<file path="src/sbs_pkg.sv">
// sbs_pkg: shared types and constants for the burst sram cycle decoder
// assumes a single 40 MHz clock domain; no software-visible registers
package sbs_pkg;
	// ==========================================
	// widths and timing
	localparam int          SBS_LANES       = 4;     // byte lanes, wide configuration
	localparam int          SBS_BYTE_W      = 8;     // data bits per lane
	localparam int          SBS_CLK_PERIOD_NS = 25;  // mclk period
	localparam int          SBS_SLEEP_CYCLES = 2;    // cycles to enter or leave sleep
	localparam logic [1:0]  SBS_SLEEP_CNT_RST = 2'h0; // sleep counter reset value
	localparam logic [1:0]  SBS_SLEEP_CNT_MAX = 2'(SBS_SLEEP_CYCLES); // count limit; transition taken at one below it

	// ==========================================
	// decoded operation per clock edge
	typedef enum logic [2:0] {
		SBS_OP_DESELECT,
		SBS_OP_SLEEP,
		SBS_OP_BEGIN,
		SBS_OP_CONTINUE,
		SBS_OP_SUSPEND
	} sbs_op_t;

	// synchronous control pins as one bundle
	typedef struct packed {
		logic                 chip_sel_first_n;        // address-pipelining select
		logic                 chip_sel_second;         // depth select, active high
		logic                 chip_sel_third_n;        // depth select, active low
		logic                 processor_addr_strobe_n; // processor strobe
		logic                 controller_addr_strobe_n;// controller strobe
		logic                 burst_step_n;            // burst advance
		logic                 global_write_n;          // write all lanes
		logic                 byte_write_gate_n;       // enables lane writes
		logic [SBS_LANES-1:0] lane_write_n;            // per-lane write enables
	} sbs_ctrl_t;

	// decoded cycle result
	typedef struct packed {
		sbs_op_t              op;        // operation class
		logic                 is_write;  // write cycle
		logic [SBS_LANES-1:0] lanes_wr;  // lanes written, active high
	} sbs_cycle_t;
endpackage : sbs_pkg

</file>
<file path="src/sbs_cycle_decode.sv">
// sbs_cycle_decode: per-edge cycle decode and data pin enable control
// assumes all synchronous inputs come from logic on mclk; output enable and
// sleep request are asynchronous pins and are synchronised here where clocked
`timescale 1ns/1ps
`default_nettype none

// Summary of operation
// - write when global low or gated lane low
// - no write when all write inputs high
// - processor strobe with select always reads
// - writes only after processor strobe or controller
// - output enable unregistered, masked during writes
// - read drives data only with enable low
// - processor strobe selected begins read burst
// - controller strobe selected begins burst, qualified
// - no strobes, advance low continues burst
// - no strobes, advance high suspends burst
// - decode four lanes, global writes all
// - sleep ignores inputs, two cycles transition
// - deselect tri-states data outputs immediately
module sbs_cycle_decode (
	input  wire logic                              mclk,
	input  wire logic                              sys_rst,
	input  wire sbs_pkg::sbs_ctrl_t                ctrl,
	input  wire logic                              sleep_request,
	input  wire logic                              out_enable_n,
	output sbs_pkg::sbs_cycle_t                    cycle_q,
	output logic                                   cycle_valid_q,
	output logic                                   asleep_q,
	output logic [sbs_pkg::SBS_LANES-1:0]          data_oe_n,
	output logic [sbs_pkg::SBS_LANES-1:0]          parity_oe_n
);
	// ==========================================
	// sleep pin synchroniser
	logic sleep_s1_q;  // first stage, read only by second
	logic sleep_s2_q;  // synchronised sleep request

	// two flops before any logic
	always_ff @(posedge mclk) begin
		if (sys_rst) begin
			sleep_s1_q <= 1'b0;
			sleep_s2_q <= 1'b0;
		end else begin
			sleep_s1_q <= sleep_request;
			sleep_s2_q <= sleep_s1_q;
		end
	end

	// ==========================================
	// sleep entry and exit counter
	logic [1:0] sleep_cnt_q;  // cycles spent toward target state
	logic       sleep_busy;   // entering, asleep, or recovering

	// two cycles to settle either way
	always_ff @(posedge mclk) begin
		if (sys_rst) begin
			sleep_cnt_q <= sbs_pkg::SBS_SLEEP_CNT_RST;
			asleep_q    <= 1'b0;
		end else if (sleep_s2_q != asleep_q) begin
			if (sleep_cnt_q == sbs_pkg::SBS_SLEEP_CNT_MAX - 2'h1) begin
				asleep_q    <= sleep_s2_q;
				sleep_cnt_q <= sbs_pkg::SBS_SLEEP_CNT_RST;
			end else begin
				sleep_cnt_q <= sleep_cnt_q + 2'h1;
			end
		end else begin
			sleep_cnt_q <= sbs_pkg::SBS_SLEEP_CNT_RST;
		end
	end
	// inputs ignored while entering, asleep or leaving
	assign sleep_busy = asleep_q | sleep_s2_q;

	// ==========================================
	// write qualifier and lane decode
	logic                          write_n;   // internal write qualifier, low = write
	logic [sbs_pkg::SBS_LANES-1:0] lanes_d;   // lanes written this edge

	// combine global, gate and lane enables
	always_comb begin
		if (!ctrl.global_write_n) begin
			lanes_d = '1;
		end else if (!ctrl.byte_write_gate_n) begin
			lanes_d = ~ctrl.lane_write_n;
		end else begin
			lanes_d = '0;
		end
		write_n = ~(|lanes_d);
	end

	// ==========================================
	// operation decode
	logic selected;       // all three selects active
	logic strobe_any;     // controller strobe low, or processor strobe with first select low
	logic proc_valid;     // processor strobe counts only with first select low
	sbs_pkg::sbs_cycle_t cycle_d;

	assign selected   = ~ctrl.chip_sel_first_n & ctrl.chip_sel_second
		& ~ctrl.chip_sel_third_n;
	assign proc_valid = ~ctrl.processor_addr_strobe_n & ~ctrl.chip_sel_first_n;
	assign strobe_any = proc_valid | ~ctrl.controller_addr_strobe_n;

	// priority: sleep, strobes, then burst continue or suspend
	always_comb begin
		cycle_d.op       = sbs_pkg::SBS_OP_DESELECT;
		cycle_d.is_write = 1'b0;
		cycle_d.lanes_wr = '0;
		if (sleep_busy) begin
			cycle_d.op = sbs_pkg::SBS_OP_SLEEP;
		end else if (strobe_any && !selected) begin
			cycle_d.op = sbs_pkg::SBS_OP_DESELECT;
		end else if (proc_valid) begin
			cycle_d.op = sbs_pkg::SBS_OP_BEGIN;
		end else if (!ctrl.controller_addr_strobe_n) begin
			cycle_d.op       = sbs_pkg::SBS_OP_BEGIN;
			cycle_d.is_write = ~write_n;
			cycle_d.lanes_wr = lanes_d;
		end else if (!ctrl.burst_step_n) begin
			cycle_d.op       = sbs_pkg::SBS_OP_CONTINUE;
			cycle_d.is_write = ~write_n;
			cycle_d.lanes_wr = lanes_d;
		end else begin
			cycle_d.op       = sbs_pkg::SBS_OP_SUSPEND;
			cycle_d.is_write = ~write_n;
			cycle_d.lanes_wr = lanes_d;
		end
	end

	// ==========================================
	// cycle register and active-burst tracking
	logic active_q;  // device holds a selected cycle

	// register decoded cycle each edge
	always_ff @(posedge mclk) begin
		if (sys_rst) begin
			cycle_q       <= '{op: sbs_pkg::SBS_OP_DESELECT, is_write: 1'b0, lanes_wr: '0};
			cycle_valid_q <= 1'b0;
		end else begin
			cycle_q       <= cycle_d;
			cycle_valid_q <= cycle_d.op != sbs_pkg::SBS_OP_DESELECT
				&& cycle_d.op != sbs_pkg::SBS_OP_SLEEP;
		end
	end

	// continue and suspend keep the prior selection state
	always_ff @(posedge mclk) begin
		if (sys_rst) begin
			active_q <= 1'b0;
		end else if (cycle_d.op == sbs_pkg::SBS_OP_DESELECT
			|| cycle_d.op == sbs_pkg::SBS_OP_SLEEP) begin
			active_q <= 1'b0;
		end else if (cycle_d.op == sbs_pkg::SBS_OP_BEGIN) begin
			active_q <= 1'b1;
		end
	end

	// ==========================================
	// data pin enables, low = driving
	logic drive;  // read cycle with output enable low

	// output enable used directly, never clocked
	assign drive       = active_q && !cycle_q.is_write && !asleep_q
		&& !out_enable_n;
	assign data_oe_n   = {sbs_pkg::SBS_LANES{~drive}};
	assign parity_oe_n = {sbs_pkg::SBS_LANES{~drive}};

	// ==========================================
	// checks
	property p_proc_read;
		@(posedge mclk) disable iff (sys_rst)
		(!sleep_busy && selected && !ctrl.processor_addr_strobe_n)
			|=> (cycle_q.op == sbs_pkg::SBS_OP_BEGIN && !cycle_q.is_write);
	endproperty
	a_proc_read: assert property (p_proc_read) else $error("strobe did not read");

	property p_gw_all;
		@(posedge mclk) disable iff (sys_rst)
		(!sleep_busy && ctrl.processor_addr_strobe_n && !ctrl.controller_addr_strobe_n
			&& selected && !ctrl.global_write_n)
			|=> (cycle_q.is_write && cycle_q.lanes_wr == '1);
	endproperty
	a_gw_all: assert property (p_gw_all) else $error("global write lanes wrong");

	property p_no_write;
		@(posedge mclk) disable iff (sys_rst)
		(ctrl.global_write_n && ctrl.byte_write_gate_n) |=> !cycle_q.is_write;
	endproperty
	a_no_write: assert property (p_no_write) else $error("write without enables");

	property p_lane_write;
		@(posedge mclk) disable iff (sys_rst)
		(!sleep_busy && ctrl.processor_addr_strobe_n && ctrl.controller_addr_strobe_n
			&& ctrl.global_write_n && !ctrl.byte_write_gate_n && ctrl.lane_write_n != '1)
			|=> (cycle_q.is_write && cycle_q.lanes_wr == ~$past(ctrl.lane_write_n));
	endproperty
	a_lane_write: assert property (p_lane_write) else $error("lane write missed");

	property p_continue;
		@(posedge mclk) disable iff (sys_rst)
		(!sleep_busy && ctrl.processor_addr_strobe_n && ctrl.controller_addr_strobe_n)
			|=> (cycle_q.op == ($past(ctrl.burst_step_n) ? sbs_pkg::SBS_OP_SUSPEND
				: sbs_pkg::SBS_OP_CONTINUE));
	endproperty
	a_continue: assert property (p_continue) else $error("burst step wrong");

	property p_deselect;
		@(posedge mclk) disable iff (sys_rst)
		(!sleep_busy && !ctrl.controller_addr_strobe_n && !selected)
			|=> (data_oe_n == '1 && cycle_q.op == sbs_pkg::SBS_OP_DESELECT);
	endproperty
	a_deselect: assert property (p_deselect) else $error("deselect still drives");

	// a begun write masks output enable on the next cycle, whatever its level
	property p_write_hiz;
		@(posedge mclk) disable iff (sys_rst)
		(!sleep_busy && selected && ctrl.processor_addr_strobe_n
			&& !ctrl.controller_addr_strobe_n && (!ctrl.global_write_n
			|| (!ctrl.byte_write_gate_n && ctrl.lane_write_n != '1)))
			|=> (data_oe_n == '1 && parity_oe_n == '1);
	endproperty
	a_write_hiz: assert property (p_write_hiz) else $error("driving in write");

	property p_sleep_enter;
		@(posedge mclk) disable iff (sys_rst)
		(sleep_s2_q && !asleep_q && $past(!sleep_s2_q)) |=> !asleep_q ##1 asleep_q;
	endproperty
	a_sleep_enter: assert property (p_sleep_enter) else $error("sleep entry timing");

	property p_read_drive;
		@(posedge mclk) disable iff (sys_rst)
		(!sleep_busy && selected && !ctrl.processor_addr_strobe_n) ##1 !out_enable_n
			|-> (data_oe_n == '0 && parity_oe_n == '0);
	endproperty
	a_read_drive: assert property (p_read_drive) else $error("read not driving");

	c_write_burst: cover property (@(posedge mclk) disable iff (sys_rst)
		cycle_q.op == sbs_pkg::SBS_OP_BEGIN && cycle_q.is_write
		##1 cycle_q.op == sbs_pkg::SBS_OP_CONTINUE);
	c_read_drive: cover property (@(posedge mclk) disable iff (sys_rst) data_oe_n == '0);
	c_suspend: cover property (@(posedge mclk) disable iff (sys_rst)
		cycle_q.op == sbs_pkg::SBS_OP_SUSPEND);
	c_sleep: cover property (@(posedge mclk) disable iff (sys_rst) asleep_q);
endmodule : sbs_cycle_decode
`default_nettype wire

</file>
<file path="config.mk">
export PLATFORM = sky130hd
export DESIGN_NAME = sbs_cycle_decode
export DESIGN_NICKNAME = d
export VERILOG_FILES = /design/src/sbs_pkg.sv /design/src/sbs_cycle_decode.sv
export SDC_FILE = /design/constraint.sdc
export NUM_CORES = 1
export LEC_CHECK = 0
export ABC_AREA = 1
export BUFFER_PORTS_ARGS = -buffer_cell sky130_fd_sc_hd__buf_2
export CELL_PAD_IN_SITES_DETAIL_PLACEMENT = 1
export CELL_PAD_IN_SITES_GLOBAL_PLACEMENT = 1
export CORE_AREA = 3 3 50 52
export DETAILED_ROUTE_END_ITERATION = 16
export DIE_AREA = 0 0 53 55
export PLACE_DENSITY = 0.74
export SYNTH_ARGS = -nofsm -noshare
export SYNTH_HDL_FRONTEND = slang
export SYNTH_SLANG_ARGS = --single-unit
</file>
<file path="constraint.sdc">
create_clock -name mclk -period 1.7 [get_ports mclk]
set_clock_uncertainty 0.1 [all_clocks]
set_input_delay 0.085 -clock mclk [delete_from_list [all_inputs] [get_ports mclk]]
set_output_delay 0.085 -clock mclk [all_outputs]
set_load 0.05 [all_outputs]
</file>
==> impl_summary.md <==
Setup path
Among cell families on the critical path, the largest total delay comes from buffers and inverters. The most numerous cell type found on the critical path is sky130_fd_sc_hd__dlygate4sd3_1. The kind of end point of the critical path is a flop. The arrival time of the worst setup path is approximately 1400 ps.

The maximum net fanout on the critical path is 6. Together, buffers and inverters on the worst path number 3. The worst setup path category is in -> reg. The worst setup path is launched from a primary input. The critical path goes through dlygate4sd3_1, buf_2, nor2_1, dlygate4sd3_1.

The worst reg2reg path endpoint is cycle_q[4]. The launching instance or port of the critical path is sys_rst. Data on the critical path is required at its endpoint by roughly 1800 ps. The capture point of the critical path is sleep_s1_q. The cell at the slowest stage of the critical path is sky130_fd_sc_hd__dlygate4sd3_1.

The worst setup slack for register-to-register paths is approximately 420 ps. The number of cells on the worst reg-to-reg path is 6. The worst register-to-register path begins at asleep_q. The peak per-stage delay on the critical path is about 540 ps. The number of cells on the critical path is 4.

Place
At the placement stage, the worst setup path has a slack of 418.9 ps. The final weighted congestion in routability-driven placement is between 0.7 and 0.8. In this run the cell area measured after placement is 780.7 sq um. During placement, the flow inserted port buffers numbering 33.

The HPWL after detailed placement is about 1100 microns.

Timing
Timing would allow up to 775.3 MHz. The final critical-path share of the clock period is 0.7587. Setup repair after global routing left no endpoint under its margin. Setup violations remaining at the end of the flow were counted as 0. The worst pin sits at a relative slew slack of 0.8343. The number of max-slew violations in the final report came to 0. For the pin with the worst max-slew slack, the measured transition is roughly 250 ps. The final critical-path setup slack is 410.3 ps. The setup TNS is 0 ps.

The shortest clock period the worst path allows after layout is 1290 ps. The count of endpoints failing hold in the final timing report is 0.

Logic synthesis
Of all flip-flops after synthesis, the portion carrying an async set or reset was 0. The synthesis warning total is 0. Sorting the synthesized cells by how often they occur yields 19 x sky130_fd_sc_hd__nor2_1, 15 x sky130_fd_sc_hd__dfxtp_1, 15 x sky130_fd_sc_hd__inv_1, 7 x sky130_fd_sc_hd__buf_4, 6 x sky130_fd_sc_hd__nand2_1.

By instance count, the leading cell after synthesis is sky130_fd_sc_hd__nor2_1. Yosys attributes the largest share of cell area to sky130_fd_sc_hd__dfxtp_1 48%, sky130_fd_sc_hd__nor2_1 11%, sky130_fd_sc_hd__inv_1 9.0%, sky130_fd_sc_hd__buf_4 8.4%, sky130_fd_sc_hd__ha_1 4.0%. The total nets after synthesis is 99.

The average cell area after synthesis is slightly below 8 sq um. Counting flops with a built-in enable in the synthesized netlist gives 0. The share of the Yosys chip area taken by registers is 0.4781. The synthesized area is ~630 sq um. The share of synthesized area in the top cell type comes to 0.4781. Synthesis inferred 15 register bits.

After technology mapping, the gate count stands at 81. The count of distinct cell types in the synthesized netlist is 16. Of all cell types, the one taking the most synthesized area is sky130_fd_sc_hd__dfxtp_1.

For this run, the leading register cell type out of synthesis is sky130_fd_sc_hd__dfxtp_1.

Global route
The total global routing track utilization is 0.1031. The first global-routing pass estimated roughly 2200 microns of wire. The aggregate global routing overflow is 0. Entering global routing, the biggest net connects 9 pins. The number of global-route vias before repair was 584.

The number of antenna violations at the first check in global routing is 0.

Cells and area
The final layout contains 136 nets. In the final layout, the share of cells above drive strength 1 is 0.3590. The final cell area excluding filler cells is around 870 sq um. 0 antenna diodes ended up in the layout. Compared with the post-synthesis result, the final layout area differs by 38.05%.

Clock network
The clock tree from TritonCTS is yes. CTS built an H-tree with a depth of 1. For this design, the sink count on the clock tree is 15. The clock passes through at most 2 buffers.

The insertion delay to the later sink of the worst-skew pair is between 200 and 300 ps. The number of CTS-inserted buffers is 3. The cell at the root of the clock tree is sky130_fd_sc_hd__clkbuf_4. Buffers added to address setup during post-CTS repair amount to 0.

The register clock-pin slew on the reported worst setup and hold paths is roughly 90 ps.

Pwr
The ratio of total power to cell area is 808.4 nW/um^2. In this run the static leakage power is 0.0004573 uW. The portion of total power attributed to sequential cells is 0.529. The net switching power figure is ~200 uW. The net switching share of the total power is 0.2827.

The part of the power in the clock network is 0.277. The combinational group share of total power is 0.195. The worst vdd rail ir drop is 0.3469 mV. The internal power summed over all cells is a little over 500 uW.

Flow run
The max-capacitance violation count is 0.

Floorplanning
The floorplan has 17 rows. The number of top-level design ports is 34. The die covers between 2000 and 3000 sq um. From bottom edge to top edge, the die measures roughly 55 microns. The floorplan step defined a core boundary enclosing roughly 2100 sq um. For this configuration, the core starts out at a cell density of 0.2924. The horizontal extent of the die is between 50 and 60 microns.

Routing
In this run the remaining antenna-violating nets after routing total 0. The routed length per instance is 9.276 microns. The routed design has between 1000 and 1500 microns of wire. In this run, the number of DRC markers left after iteration 0 of detailed routing was 1.

The detail-routed via count per cell is just over 4. The detailed-router iteration count before antenna repair is 2. The DRC violation count after routing is 0. Across all layers, the routed design uses 600 vias.

Status
The flow ran to the end, and the final reports show no timing, DRC or antenna violations.

Worst hold path
In this run the worst hold path is classified as in -> reg. The worst hold path stage count is 4.
==> worst min path at each step <==
stage	endpoint	start	slack, ps
6_report	cycle_q[1]	ctrl[1]	10
4_1_cts	cycle_q[1]	ctrl[1]	9
5_1_grt	cycle_q[1]	ctrl[1]	20
2_1_floorplan	sleep_s1_q	sys_rst	60
3_3_place_gp	sleep_s1_q	sleep_request	190
3_5_place_dp	sleep_s1_q	sleep_request	190
==> cell usage in the layout, fill, tap and decap left out <==
| master | instances |
|---|---|
| sky130_fd_sc_hd__clkbuf_1 | 1 |
| sky130_fd_sc_hd__nand2_1 | 6 |
| sky130_fd_sc_hd__a21oi_2 | 1 |
| sky130_fd_sc_hd__nor3_2 | 1 |
| sky130_fd_sc_hd__o21ai_0 | 4 |
| sky130_fd_sc_hd__nand3_1 | 3 |
| sky130_fd_sc_hd__dlygate4sd3_1 | 6 |
| sky130_fd_sc_hd__dfxtp_1 | 15 |
| sky130_fd_sc_hd__buf_2 | 33 |
| sky130_fd_sc_hd__nor3_1 | 1 |
| sky130_fd_sc_hd__clkbuf_4 | 3 |
| sky130_fd_sc_hd__a21oi_1 | 2 |
| sky130_fd_sc_hd__nor2_1 | 19 |
| sky130_fd_sc_hd__nand3_2 | 1 |
| sky130_fd_sc_hd__nand3b_1 | 1 |
| sky130_fd_sc_hd__o21ai_2 | 1 |
| sky130_fd_sc_hd__nand2_2 | 1 |
| sky130_fd_sc_hd__ha_1 | 2 |
| sky130_fd_sc_hd__inv_1 | 15 |
| sky130_fd_sc_hd__inv_2 | 1 |
==> metal layers <==
layer / global-route usage / wire (microns) / up-vias
met1: 0.1041 / 515 / 269
met4: 0.05106 / 16 / 0
met2: 0.1983 / 709 / 21
met3: 0.02413 / 104 / 2
met5: 0 / 0 / -
li1: - / - / 308
==> power groups by stage <==
stage / sequential [uW] / clock [uW] / combinational, uW
6_report: 371 / 194 / 136
5_1_grt: 372 / 225 / 151
4_1_cts: 371 / 205 / 138
3_5_place_dp: 379 / 0 / 127
3_3_place_gp: 379 / 0 / 125
2_1_floorplan: 420 / 0 / 45.2
==> area by class of cell <==
type,instances,area (sq um)
Clock buffer,4,26.28
Fill cell,278,1281
Inverter,16,60.06
Multi-Input combinational cell,43,220.2
Sequential cell,15,300.3
Tap cell,28,35.03
Timing Repair Buffer,39,225.2
==> flip-flops by register name, indices dropped and copies added, names as in the netlist <==
name	flops
sleep_cnt_q	2
cycle_q	8
cycle_valid_q	1
asleep_q	1
sleep_s2_q	1
sleep_s1_q	1
active_q	1
==> worst min-delay path, cell delays in order <==
cell                      delay (ps)
sky130_fd_sc_hd__buf_2            70
sky130_fd_sc_hd__o21ai_0          80
sky130_fd_sc_hd__inv_1            60
sky130_fd_sc_hd__nor2_1           40
==> cells by family (layout without fill, tap and decap cells) <==
group / count (synthesis) / after routing / share of synthesized area
compound gates: 8 / 8 / 0.07570
fa+ha+maj: 2 / 2 / 0.03983
buf+inv: 23 / 59 / 0.1793
flops: 15 / 15 / 0.4781
simple gates: 33 / 33 / 0.2271
==> repair_timing <==
action                    in CTS  in global routing
gates resized for setup        0                  0
hold buffers                   6                  0
hold endpoints to repair       7                  0
==> metrics by stage <==
step | hold WS [ps] | power, uW | cells | utilization
after floorplan | 56.18 | 464.9 | 81 | -
after global placement | 194.6 | 503.6 | 135 | 0.3634
after CTS | 9.077 | 714.6 | 145 | 0.4036
after global routing | 22.95 | 748.7 | 145 | 0.4036
after detailed placement | 194.3 | 506.0 | 135 | 0.3634
final | 13.35 | 700.9 | 145 | 0.4036
No activity file was read; power rests on OpenSTA's default activity.
